--- config.mk ---
export PLATFORM = sky130hd
export DESIGN_NAME = bcrtc_core
export DESIGN_NICKNAME = d
export VERILOG_FILES = /design/src/hdl/bcrtc_pkg.sv /design/src/hdl/bcrtc_core.sv
export SDC_FILE = /design/constraint.sdc
export NUM_CORES = 1
export LEC_CHECK = 0
export ABC_AREA = 1
export BUFFER_PORTS_ARGS = -buffer_cell sky130_fd_sc_hd__buf_4
export CAP_MARGIN = 20
export CORE_UTILIZATION = 30
export DETAILED_ROUTE_END_ITERATION = 10
export GPL_ROUTABILITY_DRIVEN = 0
export PLACE_DENSITY = 0.58
export SLEW_MARGIN = 0
export SYNTH_ARGS = -nofsm -noshare
export SYNTH_HDL_FRONTEND = slang
export SYNTH_SLANG_ARGS = --single-unit
export TNS_END_PERCENT = 5
--- constraint.sdc ---
create_clock -name ref_clk -period 4.65 [get_ports ref_clk]
set_clock_uncertainty 0.15 [all_clocks]
set_input_delay 0.93 -clock ref_clk [delete_from_list [all_inputs] [get_ports ref_clk]]
set_output_delay 0.93 -clock ref_clk [all_outputs]
set_load 0.02 [all_outputs]
--- src/hdl/bcrtc_pkg.sv ---
// ****************************************************************
// Shared constants for the BCD calendar clock
// ****************************************************************
package bcrtc_pkg;
  // Register byte offsets
  localparam logic [4:0]  OFS_MAIN   = 5'h00;
  localparam logic [4:0]  OFS_TRIM   = 5'h04;
  localparam logic [4:0]  OFS_HOUR   = 5'h08;
  localparam logic [4:0]  OFS_MINSEC = 5'h0C;
  localparam logic [4:0]  OFS_YRMON  = 5'h10;
  localparam logic [4:0]  OFS_DAYWK  = 5'h14;
  localparam logic [4:0]  OFS_ATIME  = 5'h18;
  localparam logic [4:0]  OFS_ADATE  = 5'h1C;
  // Field positions in rtc_main_control
  localparam int          KEY_LSB    = 20;
  localparam int          LEAP_BIT   = 19;
  localparam int          PF_BIT     = 18;
  localparam int          WF_BIT     = 17;
  localparam int          AF_BIT     = 16;
  localparam int          PEN_BIT    = 5;
  localparam int          WEN_BIT    = 4;
  localparam int          AEN_BIT    = 3;
  localparam int          H12_BIT    = 2;
  localparam int          OSC_BIT    = 1;
  localparam int          EN_BIT     = 0;
  // Field positions in rtc_trim_and_period
  localparam int          TRIM_LSB   = 16;
  localparam int          FAST_BIT   = 4;
  localparam logic [3:0]  UNLOCK_KEY = 4'h6;
  // Reset values of the calendar and alarm date
  localparam logic [7:0]  RST_YEAR   = 8'h12;
  localparam logic [4:0]  RST_MONTH  = 5'h01;
  localparam logic [5:0]  RST_DAY    = 6'h01;
  localparam logic [2:0]  RST_WDAY   = 3'h0;
  localparam logic [23:0] ADATE_RST  = 24'h120101;
  // Writable bits of the alarm registers
  localparam logic [22:0] ATIME_MASK = 23'h7F7F7F;
  localparam logic [23:0] ADATE_MASK = 24'hFF1F3F;
  // Slow clock cycles per second, and the periodic base of 1/128 s
  localparam logic [16:0] SEC_CYCLES = 17'h08000;
  localparam int          PER_LOG2   = 8;
  // One trim step moves one cycle per window of 16 s, about 2 ppm
  localparam logic [3:0]  TRIM_WIN   = 4'hF;
  localparam logic [5:0]  TRIM_MAX   = 6'h3F;
  typedef enum logic [2:0] {
    PW_IDLE = 3'b001,
    PW_ONE  = 3'b010,
    PW_TWO  = 3'b100
  } bcrtc_pw_t;
endpackage

--- src/hdl/bcrtc_core.sv ---
// The strobed register port was decided locally.
`timescale 1ns/1ns
module bcrtc_core
  import bcrtc_pkg::*;
(
  input  wire logic        ref_clk,
  input  wire logic        rstn,
  input  wire logic [4:0]  addr,
  input  wire logic [31:0] wdata,
  input  wire logic        wr_en,
  input  wire logic        rd_en,
  output logic      [31:0] rd_data,
  input  wire logic        slow_crystal,
  input  wire logic        slow_crystal_on,
  input  wire logic        slow_internal_osc,
  input  wire logic        fast_clock,
  input  wire logic [6:0]  trim_boot_value,
  output logic             wakeup_req
);
  // ****************************************************************
  // State
  // ****************************************************************
  logic [3:0]  key,        next_key;
  logic        en,         next_en;
  logic        osc_sel,    next_osc_sel;
  logic        h12,        next_h12;
  logic        aen,        next_aen;
  logic        wen,        next_wen;
  logic        pen,        next_pen;
  logic        fast_sel,   next_fast_sel;
  logic [6:0]  trim_value, next_trim_value;
  logic [2:0]  interval,   next_interval;
  logic        boot_done,  next_boot_done;
  logic [22:0] alarm_t,    next_alarm_t;
  logic [23:0] alarm_d,    next_alarm_d;
  logic        alarm_flag, next_alarm_flag;
  logic        per_flag,   next_per_flag;
  logic        wake_flag,  next_wake_flag;
  logic        sec_adv_q,  next_sec_adv_q;
  bcrtc_pw_t   pw_state,   next_pw_state;
  logic [4:0]  pw_addr,    next_pw_addr;
  logic [31:0] pw_data,    next_pw_data;
  logic [31:0] next_rd_data;
  logic [6:0]  hour,       next_hour;
  logic [6:0]  minute,     next_minute;
  logic [6:0]  second,     next_second;
  logic [7:0]  year,       next_year;
  logic [4:0]  month,      next_month;
  logic [5:0]  day,        next_day;
  logic [2:0]  wday,       next_wday;
  logic [16:0] div,        next_div;
  logic [3:0]  win,        next_win;
  logic        src_q,      next_src_q;

  logic        src;
  logic        raw_edge;
  logic        rtc_tick;
  logic        wr_ok;
  logic        leap;
  logic [16:0] sec_len;
  logic        sec_tick;
  logic [16:0] pmask;
  logic        per_evt;
  logic        match;
  logic        pw_apply;
  logic        pw_accept;
  logic [5:0]  dim;

  // ****************************************************************
  // Helpers
  // ****************************************************************
  function automatic logic [7:0] bcd_inc(input logic [7:0] x);
    return (x[3:0] == 4'h9) ? {x[7:4] + 4'h1, 4'h0} : x + 8'h01;
  endfunction

  // Only years divisible by four inside 20xx; 2100 never arises
  function automatic logic is_leap(input logic [7:0] y);
    if (y[4]) begin
      return (y[3:0] == 4'h2) || (y[3:0] == 4'h6);
    end
    return (y[3:0] == 4'h0) || (y[3:0] == 4'h4) || (y[3:0] == 4'h8);
  endfunction

  function automatic logic [5:0] days_in(input logic [4:0] m, input logic lp);
    case (m)
      5'h02:                      return lp ? 6'h29 : 6'h28;
      5'h04, 5'h06, 5'h09, 5'h11: return 6'h30;
      default:                    return 6'h31;
    endcase
  endfunction

  // ****************************************************************
  // Clock source, divider and events
  // ****************************************************************
  // Pick the slow source; a crystal that is not running falls back
  assign src      = fast_sel ? fast_clock :
                    (osc_sel | ~slow_crystal_on) ? slow_internal_osc : slow_crystal;
  assign raw_edge = src & ~src_q;
  assign rtc_tick = en & raw_edge;
  assign wr_ok    = wr_en & (key == UNLOCK_KEY);
  assign leap     = is_leap(year);
  assign dim      = days_in(month, leap);
  // Once per 16 s window the second is shortened or stretched by the step count
  assign sec_len  = (win != TRIM_WIN || trim_value[5:0] == 6'h00) ? SEC_CYCLES :
                    trim_value[6] ? SEC_CYCLES + {11'h000, trim_value[5:0]} :
                    SEC_CYCLES - {11'h000, trim_value[5:0]};
  assign sec_tick = rtc_tick & (div == sec_len - 17'h00001);
  assign pmask    = ~(17'h1FFFF << (PER_LOG2 + 32'(interval)));
  // The 1 s interval follows the trimmed second itself
  assign per_evt  = (interval == 3'h7) ? sec_tick : rtc_tick & ((div & pmask) == pmask);
  assign match    = (alarm_t == {hour, 1'b0, minute, 1'b0, second}) &&
                    (alarm_d == {year, 3'h0, month, 2'h0, day});
  assign pw_apply = (pw_state == PW_TWO) & raw_edge;
  // A 12-hour write with an hour above 12 is dropped whole
  assign pw_accept = wr_ok && (addr == OFS_HOUR || addr == OFS_MINSEC ||
                     addr == OFS_YRMON || addr == OFS_DAYWK) &&
                     !(addr == OFS_HOUR && h12 && wdata[5:0] > 6'h12);
  assign wakeup_req = wake_flag;

  // ****************************************************************
  // Control, bus and flags
  // ****************************************************************
  // Next values of the control registers, the flags and read data
  always_comb begin
    logic al_set;
    logic per_set;
    logic clr_main;
    al_set          = aen & match & sec_adv_q;
    per_set         = pen & per_evt;
    clr_main        = wr_ok && addr == OFS_MAIN;
    next_key        = key;
    next_en         = en;
    next_osc_sel    = osc_sel;
    next_h12        = h12;
    next_aen        = aen;
    next_wen        = wen;
    next_pen        = pen;
    next_fast_sel   = fast_sel;
    next_trim_value = trim_value;
    next_interval   = interval;
    next_boot_done  = 1'b1;
    next_alarm_t    = alarm_t;
    next_alarm_d    = alarm_d;
    next_sec_adv_q  = sec_tick;
    next_pw_state   = pw_state;
    next_pw_addr    = pw_addr;
    next_pw_data    = pw_data;
    next_rd_data    = 32'h00000000;
    // The key itself stays writable, or the lock could never open
    if (wr_en && addr == OFS_MAIN) begin
      next_key = wdata[KEY_LSB +: 4];
    end
    if (wr_ok) begin
      case (addr)
        OFS_MAIN: begin
          next_en      = wdata[EN_BIT];
          next_osc_sel = wdata[OSC_BIT];
          next_h12     = wdata[H12_BIT];
          next_aen     = wdata[AEN_BIT];
          next_wen     = wdata[WEN_BIT];
          next_pen     = wdata[PEN_BIT];
        end
        OFS_TRIM: begin
          next_trim_value = wdata[TRIM_LSB +: 7];
          next_fast_sel   = wdata[FAST_BIT];
          next_interval   = wdata[2:0];
        end
        OFS_ATIME: next_alarm_t = wdata[22:0] & ATIME_MASK;
        OFS_ADATE: next_alarm_d = wdata[23:0] & ADATE_MASK;
        default: begin
        end
      endcase
    end
    // Only the last time write is kept while one waits; a newer one restarts it
    if (pw_accept) begin
      next_pw_state = PW_ONE;
      next_pw_addr  = addr;
      next_pw_data  = wdata;
    end else if (raw_edge) begin
      case (pw_state)
        PW_ONE:  next_pw_state = PW_TWO;
        PW_TWO:  next_pw_state = PW_IDLE;
        PW_IDLE: next_pw_state = PW_IDLE;
        default: next_pw_state = PW_IDLE;
      endcase
    end
    if (!boot_done) begin
      next_trim_value = trim_boot_value;
    end
    // Set beats a clear in the same cycle
    next_alarm_flag = al_set | (alarm_flag & ~(clr_main & ~wdata[AF_BIT]));
    next_per_flag   = per_set | (per_flag & ~(clr_main & ~wdata[PF_BIT]));
    next_wake_flag  = (wen & (al_set | per_set)) |
                      (wake_flag & (next_alarm_flag | next_per_flag));
    if (rd_en) begin
      case (addr)
        OFS_MAIN:   next_rd_data = {8'h00, key, leap, per_flag, wake_flag, alarm_flag,
                                    10'h000, pen, wen, aen, h12, osc_sel, en};
        OFS_TRIM:   next_rd_data = {9'h000, trim_value, 11'h000, fast_sel, 1'b0, interval};
        OFS_HOUR:   next_rd_data = {25'h0000000, hour};
        OFS_MINSEC: next_rd_data = {9'h000, minute, 9'h000, second};
        OFS_YRMON:  next_rd_data = {8'h00, year, 11'h000, month};
        OFS_DAYWK:  next_rd_data = {10'h000, day, 13'h0000, wday};
        OFS_ATIME:  next_rd_data = {9'h000, alarm_t};
        OFS_ADATE:  next_rd_data = {8'h00, alarm_d};
        default:    next_rd_data = 32'h00000000;
      endcase
    end
  end

  // Control registers
  always_ff @(posedge ref_clk) begin
    if (!rstn) begin
      key        <= 4'h0;
      en         <= 1'b0;
      osc_sel    <= 1'b0;
      h12        <= 1'b0;
      aen        <= 1'b0;
      wen        <= 1'b0;
      pen        <= 1'b0;
      fast_sel   <= 1'b0;
      trim_value <= 7'h00;
      interval   <= 3'h0;
      boot_done  <= 1'b0;
      alarm_t    <= 23'h000000;
      alarm_d    <= ADATE_RST;
      alarm_flag <= 1'b0;
      per_flag   <= 1'b0;
      wake_flag  <= 1'b0;
      sec_adv_q  <= 1'b0;
      pw_state   <= PW_IDLE;
      pw_addr    <= 5'h00;
      pw_data    <= 32'h00000000;
      rd_data    <= 32'h00000000;
    end else begin
      key        <= next_key;
      en         <= next_en;
      osc_sel    <= next_osc_sel;
      h12        <= next_h12;
      aen        <= next_aen;
      wen        <= next_wen;
      pen        <= next_pen;
      fast_sel   <= next_fast_sel;
      trim_value <= next_trim_value;
      interval   <= next_interval;
      boot_done  <= next_boot_done;
      alarm_t    <= next_alarm_t;
      alarm_d    <= next_alarm_d;
      alarm_flag <= next_alarm_flag;
      per_flag   <= next_per_flag;
      wake_flag  <= next_wake_flag;
      sec_adv_q  <= next_sec_adv_q;
      pw_state   <= next_pw_state;
      pw_addr    <= next_pw_addr;
      pw_data    <= next_pw_data;
      rd_data    <= next_rd_data;
    end
  end

  // ****************************************************************
  // Timekeeping
  // ****************************************************************
  // Carry chain second to year; a due write overrides the count
  always_comb begin
    logic [7:0] t_s;
    logic [7:0] t_m;
    logic [7:0] t_h;
    logic [7:0] t_d;
    logic [7:0] t_mo;
    logic [7:0] t_y;
    logic [5:0] h_top;
    logic       c_min;
    logic       c_hr;
    logic       c_day;
    t_s     = bcd_inc({1'b0, second});
    t_m     = bcd_inc({1'b0, minute});
    t_h     = bcd_inc({2'h0, hour[5:0]});
    t_d     = bcd_inc({2'h0, day});
    t_mo    = bcd_inc({3'h0, month});
    t_y     = bcd_inc(year);
    h_top   = h12 ? 6'h11 : 6'h23;
    c_min   = sec_tick && second == 7'h59;
    c_hr    = c_min && minute == 7'h59;
    c_day   = c_hr && hour[5:0] == h_top && (!h12 || hour[6]);
    next_second = second;
    next_minute = minute;
    next_hour   = hour;
    next_day    = day;
    next_wday   = wday;
    next_month  = month;
    next_year   = year;
    next_src_q  = src;
    next_div    = div;
    next_win    = win;
    if (rtc_tick) begin
      next_div = sec_tick ? 17'h00000 : div + 17'h00001;
    end
    if (sec_tick) begin
      next_win    = win + 4'h1;
      next_second = (second == 7'h59) ? 7'h00 : t_s[6:0];
    end
    if (c_min) begin
      next_minute = (minute == 7'h59) ? 7'h00 : t_m[6:0];
    end
    // In 12-hour form 11 rolls to 0 and flips the PM bit
    if (c_hr) begin
      next_hour = (hour[5:0] == h_top) ? {hour[6] ^ h12, 6'h00} : {hour[6], t_h[5:0]};
    end
    if (c_day) begin
      next_wday = (wday == 3'h6) ? 3'h0 : wday + 3'h1;
      next_day  = (day == dim) ? 6'h01 : t_d[5:0];
      if (day == dim) begin
        next_month = (month == 5'h12) ? 5'h01 : t_mo[4:0];
        if (month == 5'h12) begin
          next_year = (year == 8'h99) ? 8'h00 : t_y;
        end
      end
    end
    if (pw_apply) begin
      case (pw_addr)
        OFS_HOUR: next_hour = pw_data[6:0];
        OFS_MINSEC: begin
          next_minute = pw_data[22:16];
          next_second = pw_data[6:0];
        end
        OFS_YRMON: begin
          next_year  = pw_data[23:16];
          next_month = pw_data[4:0];
        end
        OFS_DAYWK: begin
          next_day  = pw_data[21:16];
          next_wday = pw_data[2:0];
        end
        default: begin
        end
      endcase
    end
  end

  // Time and calendar registers
  always_ff @(posedge ref_clk) begin
    if (!rstn) begin
      second <= 7'h00;
      minute <= 7'h00;
      hour   <= 7'h00;
      day    <= RST_DAY;
      wday   <= RST_WDAY;
      month  <= RST_MONTH;
      year   <= RST_YEAR;
      src_q  <= 1'b0;
      div    <= 17'h00000;
      win    <= 4'h0;
    end else begin
      second <= next_second;
      minute <= next_minute;
      hour   <= next_hour;
      day    <= next_day;
      wday   <= next_wday;
      month  <= next_month;
      year   <= next_year;
      src_q  <= next_src_q;
      div    <= next_div;
      win    <= next_win;
    end
  end

  // ****************************************************************
  // Checks
  // ****************************************************************
  // Counts slow edges since the last accepted time write
  logic [1:0] edges_seen;
  always_ff @(posedge ref_clk) begin
    if (!rstn || pw_accept) begin
      edges_seen <= 2'h0;
    end else if (raw_edge && edges_seen != 2'h3) begin
      edges_seen <= edges_seen + 2'h1;
    end
  end
endmodule

==> impl_metrics.ini, run 1 <==
[detailed_routing]
num_vias = 10036
route.detailed.drc = 0
totalWireLength_um = 34000
ant_nets = 0
dr.pass1.iters = 6
wl_per_cell_um = 17.25
drt_iter0_markers = 961
vias_per_cell = 5.092

[global_routing]
grt_use_total_pct = 20.33
gr-total-overflow = 0
antenna_found_initial = 0
grt_max_degree = 98
grt_pass1_wl_um = 52030
grt_pass1_vias = 9000

[floorplanning]
die-area_mm2 = 0.03371
num_rows = 66
start_util_pct = 30.49
die_w_um = 183.6
core-area_mm2 = 0.03245
num_io_pins = 85
die_y_um = 183.6

[worst_setup_path]
path_class = register to register
cp-end-kind = register
rrSetupSlack_ns = 0.61
ff2ff_path_depth = 20
crit_path_start_kind = register
cp_data_arrival_time_ns = 4.24
r2r_start = trim_value[1]
worstPathRequired_ns = 4.85
cp_max_fo = 14
r2r-end = year[3]

[status]
outcome = finished clean

[run]
cap_violations = 0

[yosys]
async_flop_share_pct = 0
syn_inst = 1462
ys.flop_type = dfxtp_1
synth_edf_count = 0
yosysSeqAreaShare_pct = 35.61
synth.distinct_cells = 49
synth_warnings = 0
syn-cell-area_mm2 = 0.009894
ys_ff_latch = 176
syn_area_per_cell_um2 = 6.768

[power]
power_density_mw_per_mm2 = 275.3
p_leak_nw = 4.738
irDropWorstVdd_mv = 0.1654
finalPower_w = 0.003148

[finish]
seqCellArea_mm2 = 0.003523
nets = 1588
n_fill_cell = 3449
final_area_mm2 = 0.01143
areaGrowthSynthToFinish_pct = 15.57
antenna_cells = 0
instances_no_fill = 1971
drive_above_1_share_pct = 10.01
multiInputGateArea_mm2 = 0.005280

[timing]
finalCritPeriodShare_pct = 86.83
setup_viol = 0
holdWs_ns = 0.2935
slew_violations = 0
hold_viol = 0
finalSetupTns_ns = 0
rsz0062_at_grt = false
slew_headroom_pct = 29.35
fin_crit_ns = 4.038
max_freq_mhz = 247.7
tightest_slew_ns = 1.057

[placed_design]
placed_cells = 1938
placed_area_mm2 = 0.01082
dp_hpwl_um = 25660
port_buffers = 64

[cts]
clk_pin_slew_worst_paths_ns = 0.07
cts_hold_buf = 0
cts_inserted_buffers = 17
cts_setup_buffers = 0
cts_buffer_depth = 2
h-tree-depth = 4
clk_latency_ns = 0.45
cts_tree = done
cts_num_sinks = 176
cts.repair.resized = 0
cts_root_buffer = clkbuf_16

[min_path]
holdPathEnd = pw_addr[1]
hold_path_class = register to register
hp-start = pw_addr[1]
hold_depth = 2
## per-stage QoR
stage | setup WS [ns] | utilization, %
floorplan | 1.494 | -
global placement | 0.7269 | 33.33
detailed placement | 0.6873 | 33.33
CTS | 0.6617 | 35.15
global route | 0.2216 | 35.23
finish | 0.6125 | 35.23
## state kept, by name (all words and copies together), names as in the netlist, 5 cells and up
register	flops
alarm_d	19
alarm_t	21
day	6
div	17
hour	7
minute	7
month	5
pw_addr	5
pw_data	15
rd_data	22
second	7
trim_value	7
year	8
## metal layers
layer | GRT usage (%) | share of wire (%) | vias up
met5 | 0 | 0 | -
met4 | 9.067 | 3.2 | 0
met3 | 2.575 | 6.7 | 56
met2 | 32.91 | 46 | 382
met1 | 26.93 | 44 | 4652
li1 | - | - | 4946
## report_power, final
group	internal (W)	switching (W)	leakage [nW]	total (W)
Clock	0.000721	0.000736	0.282	0.00146
Sequential	0.00151	0.00000871	1.42	0.00152
Combinational	0.0000541	0.000116	3.04	0.000170
## worst max-delay path, cell delays in order, from the launching register on
cell	delay [ns]
dfxtp_1	0.31
inv_1	0.18
nand3_2	0.14
nor3_1	0.26
ha_1	0.29
o21ai_0	0.15
inv_1	0.06
nand3_1	0.14
nand3_1	0.13
o21bai_2	0.28
nand2_1	0.08
nand2_1	0.08
nand3_1	0.11
nor2_4	0.19
nand4_4	0.26
nor3_4	0.59
nand3_1	0.24
nand2_1	0.12
nand3_1	0.08
nand2_1	0.07
inv_1	0.04
## synthesized netlist by cell type, types with 6 or more instances
cell	instances	area share [%]
nand2_1	237	9.0
inv_1	220	8.3
dfxtp_1	176	36
nor2_1	154	5.8
a21oi_1	149	7.5
o21ai_0	131	6.6
nand3_1	84	4.2
clkbuf_1	40	1.5
nor3_1	29	1.5
o22ai_1	29	1.8
ha_1	20	2.5
xor2_1	19	1.7
o21ai_1	16	0.81
a221oi_1	14	1.2
buf_4	11	0.83
nor4_1	11	0.70
nand4_1	10	0.63
o211ai_1	10	0.76
xnor2_1	10	0.89
o2111ai_1	9	0.80
inv_2	8	0.30
o221ai_1	7	0.62
nor2_4	6	0.68
## cells by family (layout without fill, tap and decap cells)
| kind of cell | Yosys count | after routing | synth area share, % |
|---|---|---|---|
| AO/OA/AOI/OAI | 387 | 387 | 22.04 |
| XOR/XNOR | 29 | 29 | 2.567 |
| AND/OR/NAND/NOR | 563 | 563 | 25.85 |
| other | 1 | 10 | 0.03790 |
| flip-flops | 176 | 176 | 35.61 |
| adder cells (fa/ha/maj) | 20 | 20 | 2.529 |
| buffers and inverters | 286 | 344 | 11.37 |
## cell type report
cell class              count  area share (%)
inverters                 234           7.703
clock buffers              17           3.720
multi-input cells        1009           46.18
clock inverters            15           1.455
well taps                 442           4.836
flip-flops and latches    176           30.81
repair buffers             78           5.296
## how the worst max path moves through the flow
stage | start | slack [ns] | endpoint
floorplan | win[0] | 1.49 | year[6]
global placement | win[0] | 0.73 | year[3]
detailed placement | win[0] | 0.69 | year[3]
CTS | win[0] | 0.66 | year[3]
global route | win[0] | 0.22 | year[5]
finish | trim_value[1] | 0.61 | year[3]
## cells in the final DEF (no fill, tap or decap), drive strengths merged, types with 3 or more instances in the layout
| cell | synthesis | layout |
|---|---|---|
| nand2 | 246 | 246 |
| conb | 1 | 10 |
| o2111ai | 9 | 9 |
| buf | 12 | 78 |
| xnor2 | 10 | 10 |
| ha | 20 | 20 |
| clkinv | 5 | 11 |
| o221ai | 7 | 7 |
| a2111oi | 4 | 4 |
| o21ai | 147 | 147 |
| o211ai | 10 | 10 |
| a211oi | 3 | 3 |
| nor2 | 165 | 165 |
| xor2 | 19 | 19 |
| inv | 229 | 236 |
| o31ai | 6 | 6 |
| or2 | 3 | 3 |
| nor3 | 30 | 30 |
| a21oi | 149 | 149 |
| nand4 | 11 | 11 |
| nor4 | 11 | 11 |
| clkbuf | 40 | 17 |
| a221oi | 14 | 14 |
| o22ai | 29 | 29 |
| dfxtp | 176 | 176 |
| nand3 | 92 | 92 |
| nand3b | 3 | 3 |
(Power assumes the default switching activity.)
==> inputs of run 2 (changes only) <==
--- a/config.mk
+++ b/config.mk
@@ -9,6 +9,7 @@
 export BUFFER_PORTS_ARGS = -buffer_cell sky130_fd_sc_hd__buf_4
 export CAP_MARGIN = 20
 export CORE_UTILIZATION = 30
+export CTS_BUF_LIST = sky130_fd_sc_hd__clkbuf_2
 export DETAILED_ROUTE_END_ITERATION = 10
 export GPL_ROUTABILITY_DRIVEN = 0
 export PLACE_DENSITY = 0.58
==> run 2 against run 1 <==
- critical path depth is the same
- register-to-register slack about the same
- critical path type unchanged
- global-route usage decreased by 0.14 points
- largest cell class unchanged
==> impl_metrics.ini, run 2 (same netlist as run 1, synthesis figures left out) <==
[worst_setup_path]
r2r_start = trim_value[1]
cp_num_cells = 20
cp-end-kind = register
worst-path-buf-inv = 3
ff2ff_path_depth = 20
rrSetupSlack_ns = 0.61
r2r-end = year[3]
timing.critical_path.mode_cell = nand3_1
critPathTopFamily = simple AND/OR/NAND/NOR gates
critical_path.cell_chain = inv_1, nand3_2, nor3_1, ha_1, o21ai_0, inv_1, nand3_1, nand3_1, o21bai_2, nand2_1, nand2_1, nand3_1, nor2_4, nand4_4, nor3_4, nand3_1, nand2_1, nand3_1, nand2_1, inv_1
cp_max_fo = 14
cpPeakStageDelay_ns = 0.58
worstPathRequired_ns = 5.26
slowest_stage = nor3_4
crit_path_start_kind = register
cp_data_arrival_time_ns = 4.65
path_class = register to register

[power]
power_density_mw_per_mm2 = 229.2
irDropWorstVdd_mv = 0.1271
p_leak_nw = 4.599

[run]
cap_violations = 0

[detailed_routing]
dr.pass1.iters = 8
num_vias = 10063
wl_per_cell_um = 17.25
drt_iter0_markers = 1003
ant_nets = 0
route.detailed.drc = 0
vias_per_cell = 5.103
totalWireLength_um = 34020

[cts]
cts_hold_buf = 0
cts.repair.resized = 0
cts_root_buffer = clkbuf_2
cts_buffer_depth = 2
h-tree-depth = 4
cts_setup_buffers = 0
clk_latency_ns = 0.86
clk_pin_slew_worst_paths_ns = 0.35
cts_inserted_buffers = 17
cts_tree = done
cts_num_sinks = 176

[placed_design]
dp_hpwl_um = 25660
port_buffers = 64
placed_area_mm2 = 0.01082

[timing]
tightest_slew_ns = 1.067
finalSetupTns_ns = 0
hold_viol = 0
max_freq_mhz = 247.4
slew_headroom_pct = 28.70
slew_violations = 0
setup_viol = 0
rsz0062_at_grt = false
finalCritPeriodShare_pct = 86.91
fin_crit_ns = 4.041

[floorplanning]
start_util_pct = 30.49
die_w_um = 183.6
die-area_mm2 = 0.03371
num_rows = 66
num_io_pins = 85
die_y_um = 183.6
core-area_mm2 = 0.03245

[finish]
largest_reg_flops = 22
reg_top3 = rd_data (22), alarm_t (21), alarm_d (19)
areaGrowthSynthToFinish_pct = 12.15
drive_above_1_share_pct = 10.01
final_cell_mix = 237 x nand2_1, 220 x inv_1, 176 x dfxtp_1
nets = 1588
final_area_mm2 = 0.01110
final_common_cell = nand2_1
top_register = rd_data

[min_path]
holdPathEnd = alarm_d[11]
hold_depth = 3
hold_path_class = input port to register
hp-start = wdata[11]

[global_routing]
grt_use_total_pct = 20.19
antenna_found_initial = 1
grt_pass1_vias = 9032
grt_max_degree = 98
grt_pass1_wl_um = 51810
gr-total-overflow = 0

[status]
outcome = finished clean
## run 2: cell types whose count changed in the layout (fill, tap and decap cells not counted)
cell	previous run	this run
clkbuf_16	17	0
diode_2	0	1
clkbuf_2	0	17
## run 2: report_power, final
part           internal [W]  switching (W)
clock network      0.000180       0.000661
logic             0.0000540       0.000116
registers           0.00152     0.00000868
## run 2: worst reg2reg max path, delay by kind of cell, from the launching register on
family	cells	cell delay, ns
buf+inv	3	0.28
compound gates	2	0.42
fa+ha+maj	1	0.28
simple gates	14	2.50
flops	1	0.37
## run 2: worst max-delay path by stage
| stage | slack (ns) | from | to |
|---|---|---|---|
| 2_1_floorplan | 1.49 | win[0] | year[6] |
| 3_3_place_gp | 0.73 | win[0] | year[3] |
| 3_5_place_dp | 0.69 | win[0] | year[3] |
| 4_1_cts | 0.64 | trim_value[1] | year[3] |
| 5_1_grt | 0.24 | trim_value[1] | year[5] |
| 6_report | 0.61 | trim_value[1] | year[3] |
## run 2: cell type report
cell class	instances	area (µm²)
inverters	234	880.8
flip-flops and latches	176	3523
clock inverters	15	166.4
well taps	442	553.0
clock buffers	17	85.08
repair buffers	78	605.6
fillers	3508	21360
diodes	1	2.502
multi-input cells	1009	5280
## run 2: routing by layer
metal | wire [µm] | track usage (%) | share of wire (%)
met1 | 14920 | 26.69 | 44
met2 | 15640 | 32.89 | 46
met3 | 2326 | 2.635 | 6.8
met4 | 1129 | 8.567 | 3.3
met5 | 0 | 0 | 0
## run 2: per-stage QoR
stage	utilization (%)	power [W]	hold WS, ns	instances	setup slack (ns)
floorplan	-	0.001652	0.2690	1471	1.494
global placement	33.33	0.001723	0.2774	1938	0.7269
detailed placement	33.33	0.001725	0.2817	1938	0.6873
CTS	34.10	0.002571	0.08736	1970	0.6421
global route	34.19	0.002639	0.1078	1972	0.2404
finish	34.19	0.002543	0.1311	1972	0.6087
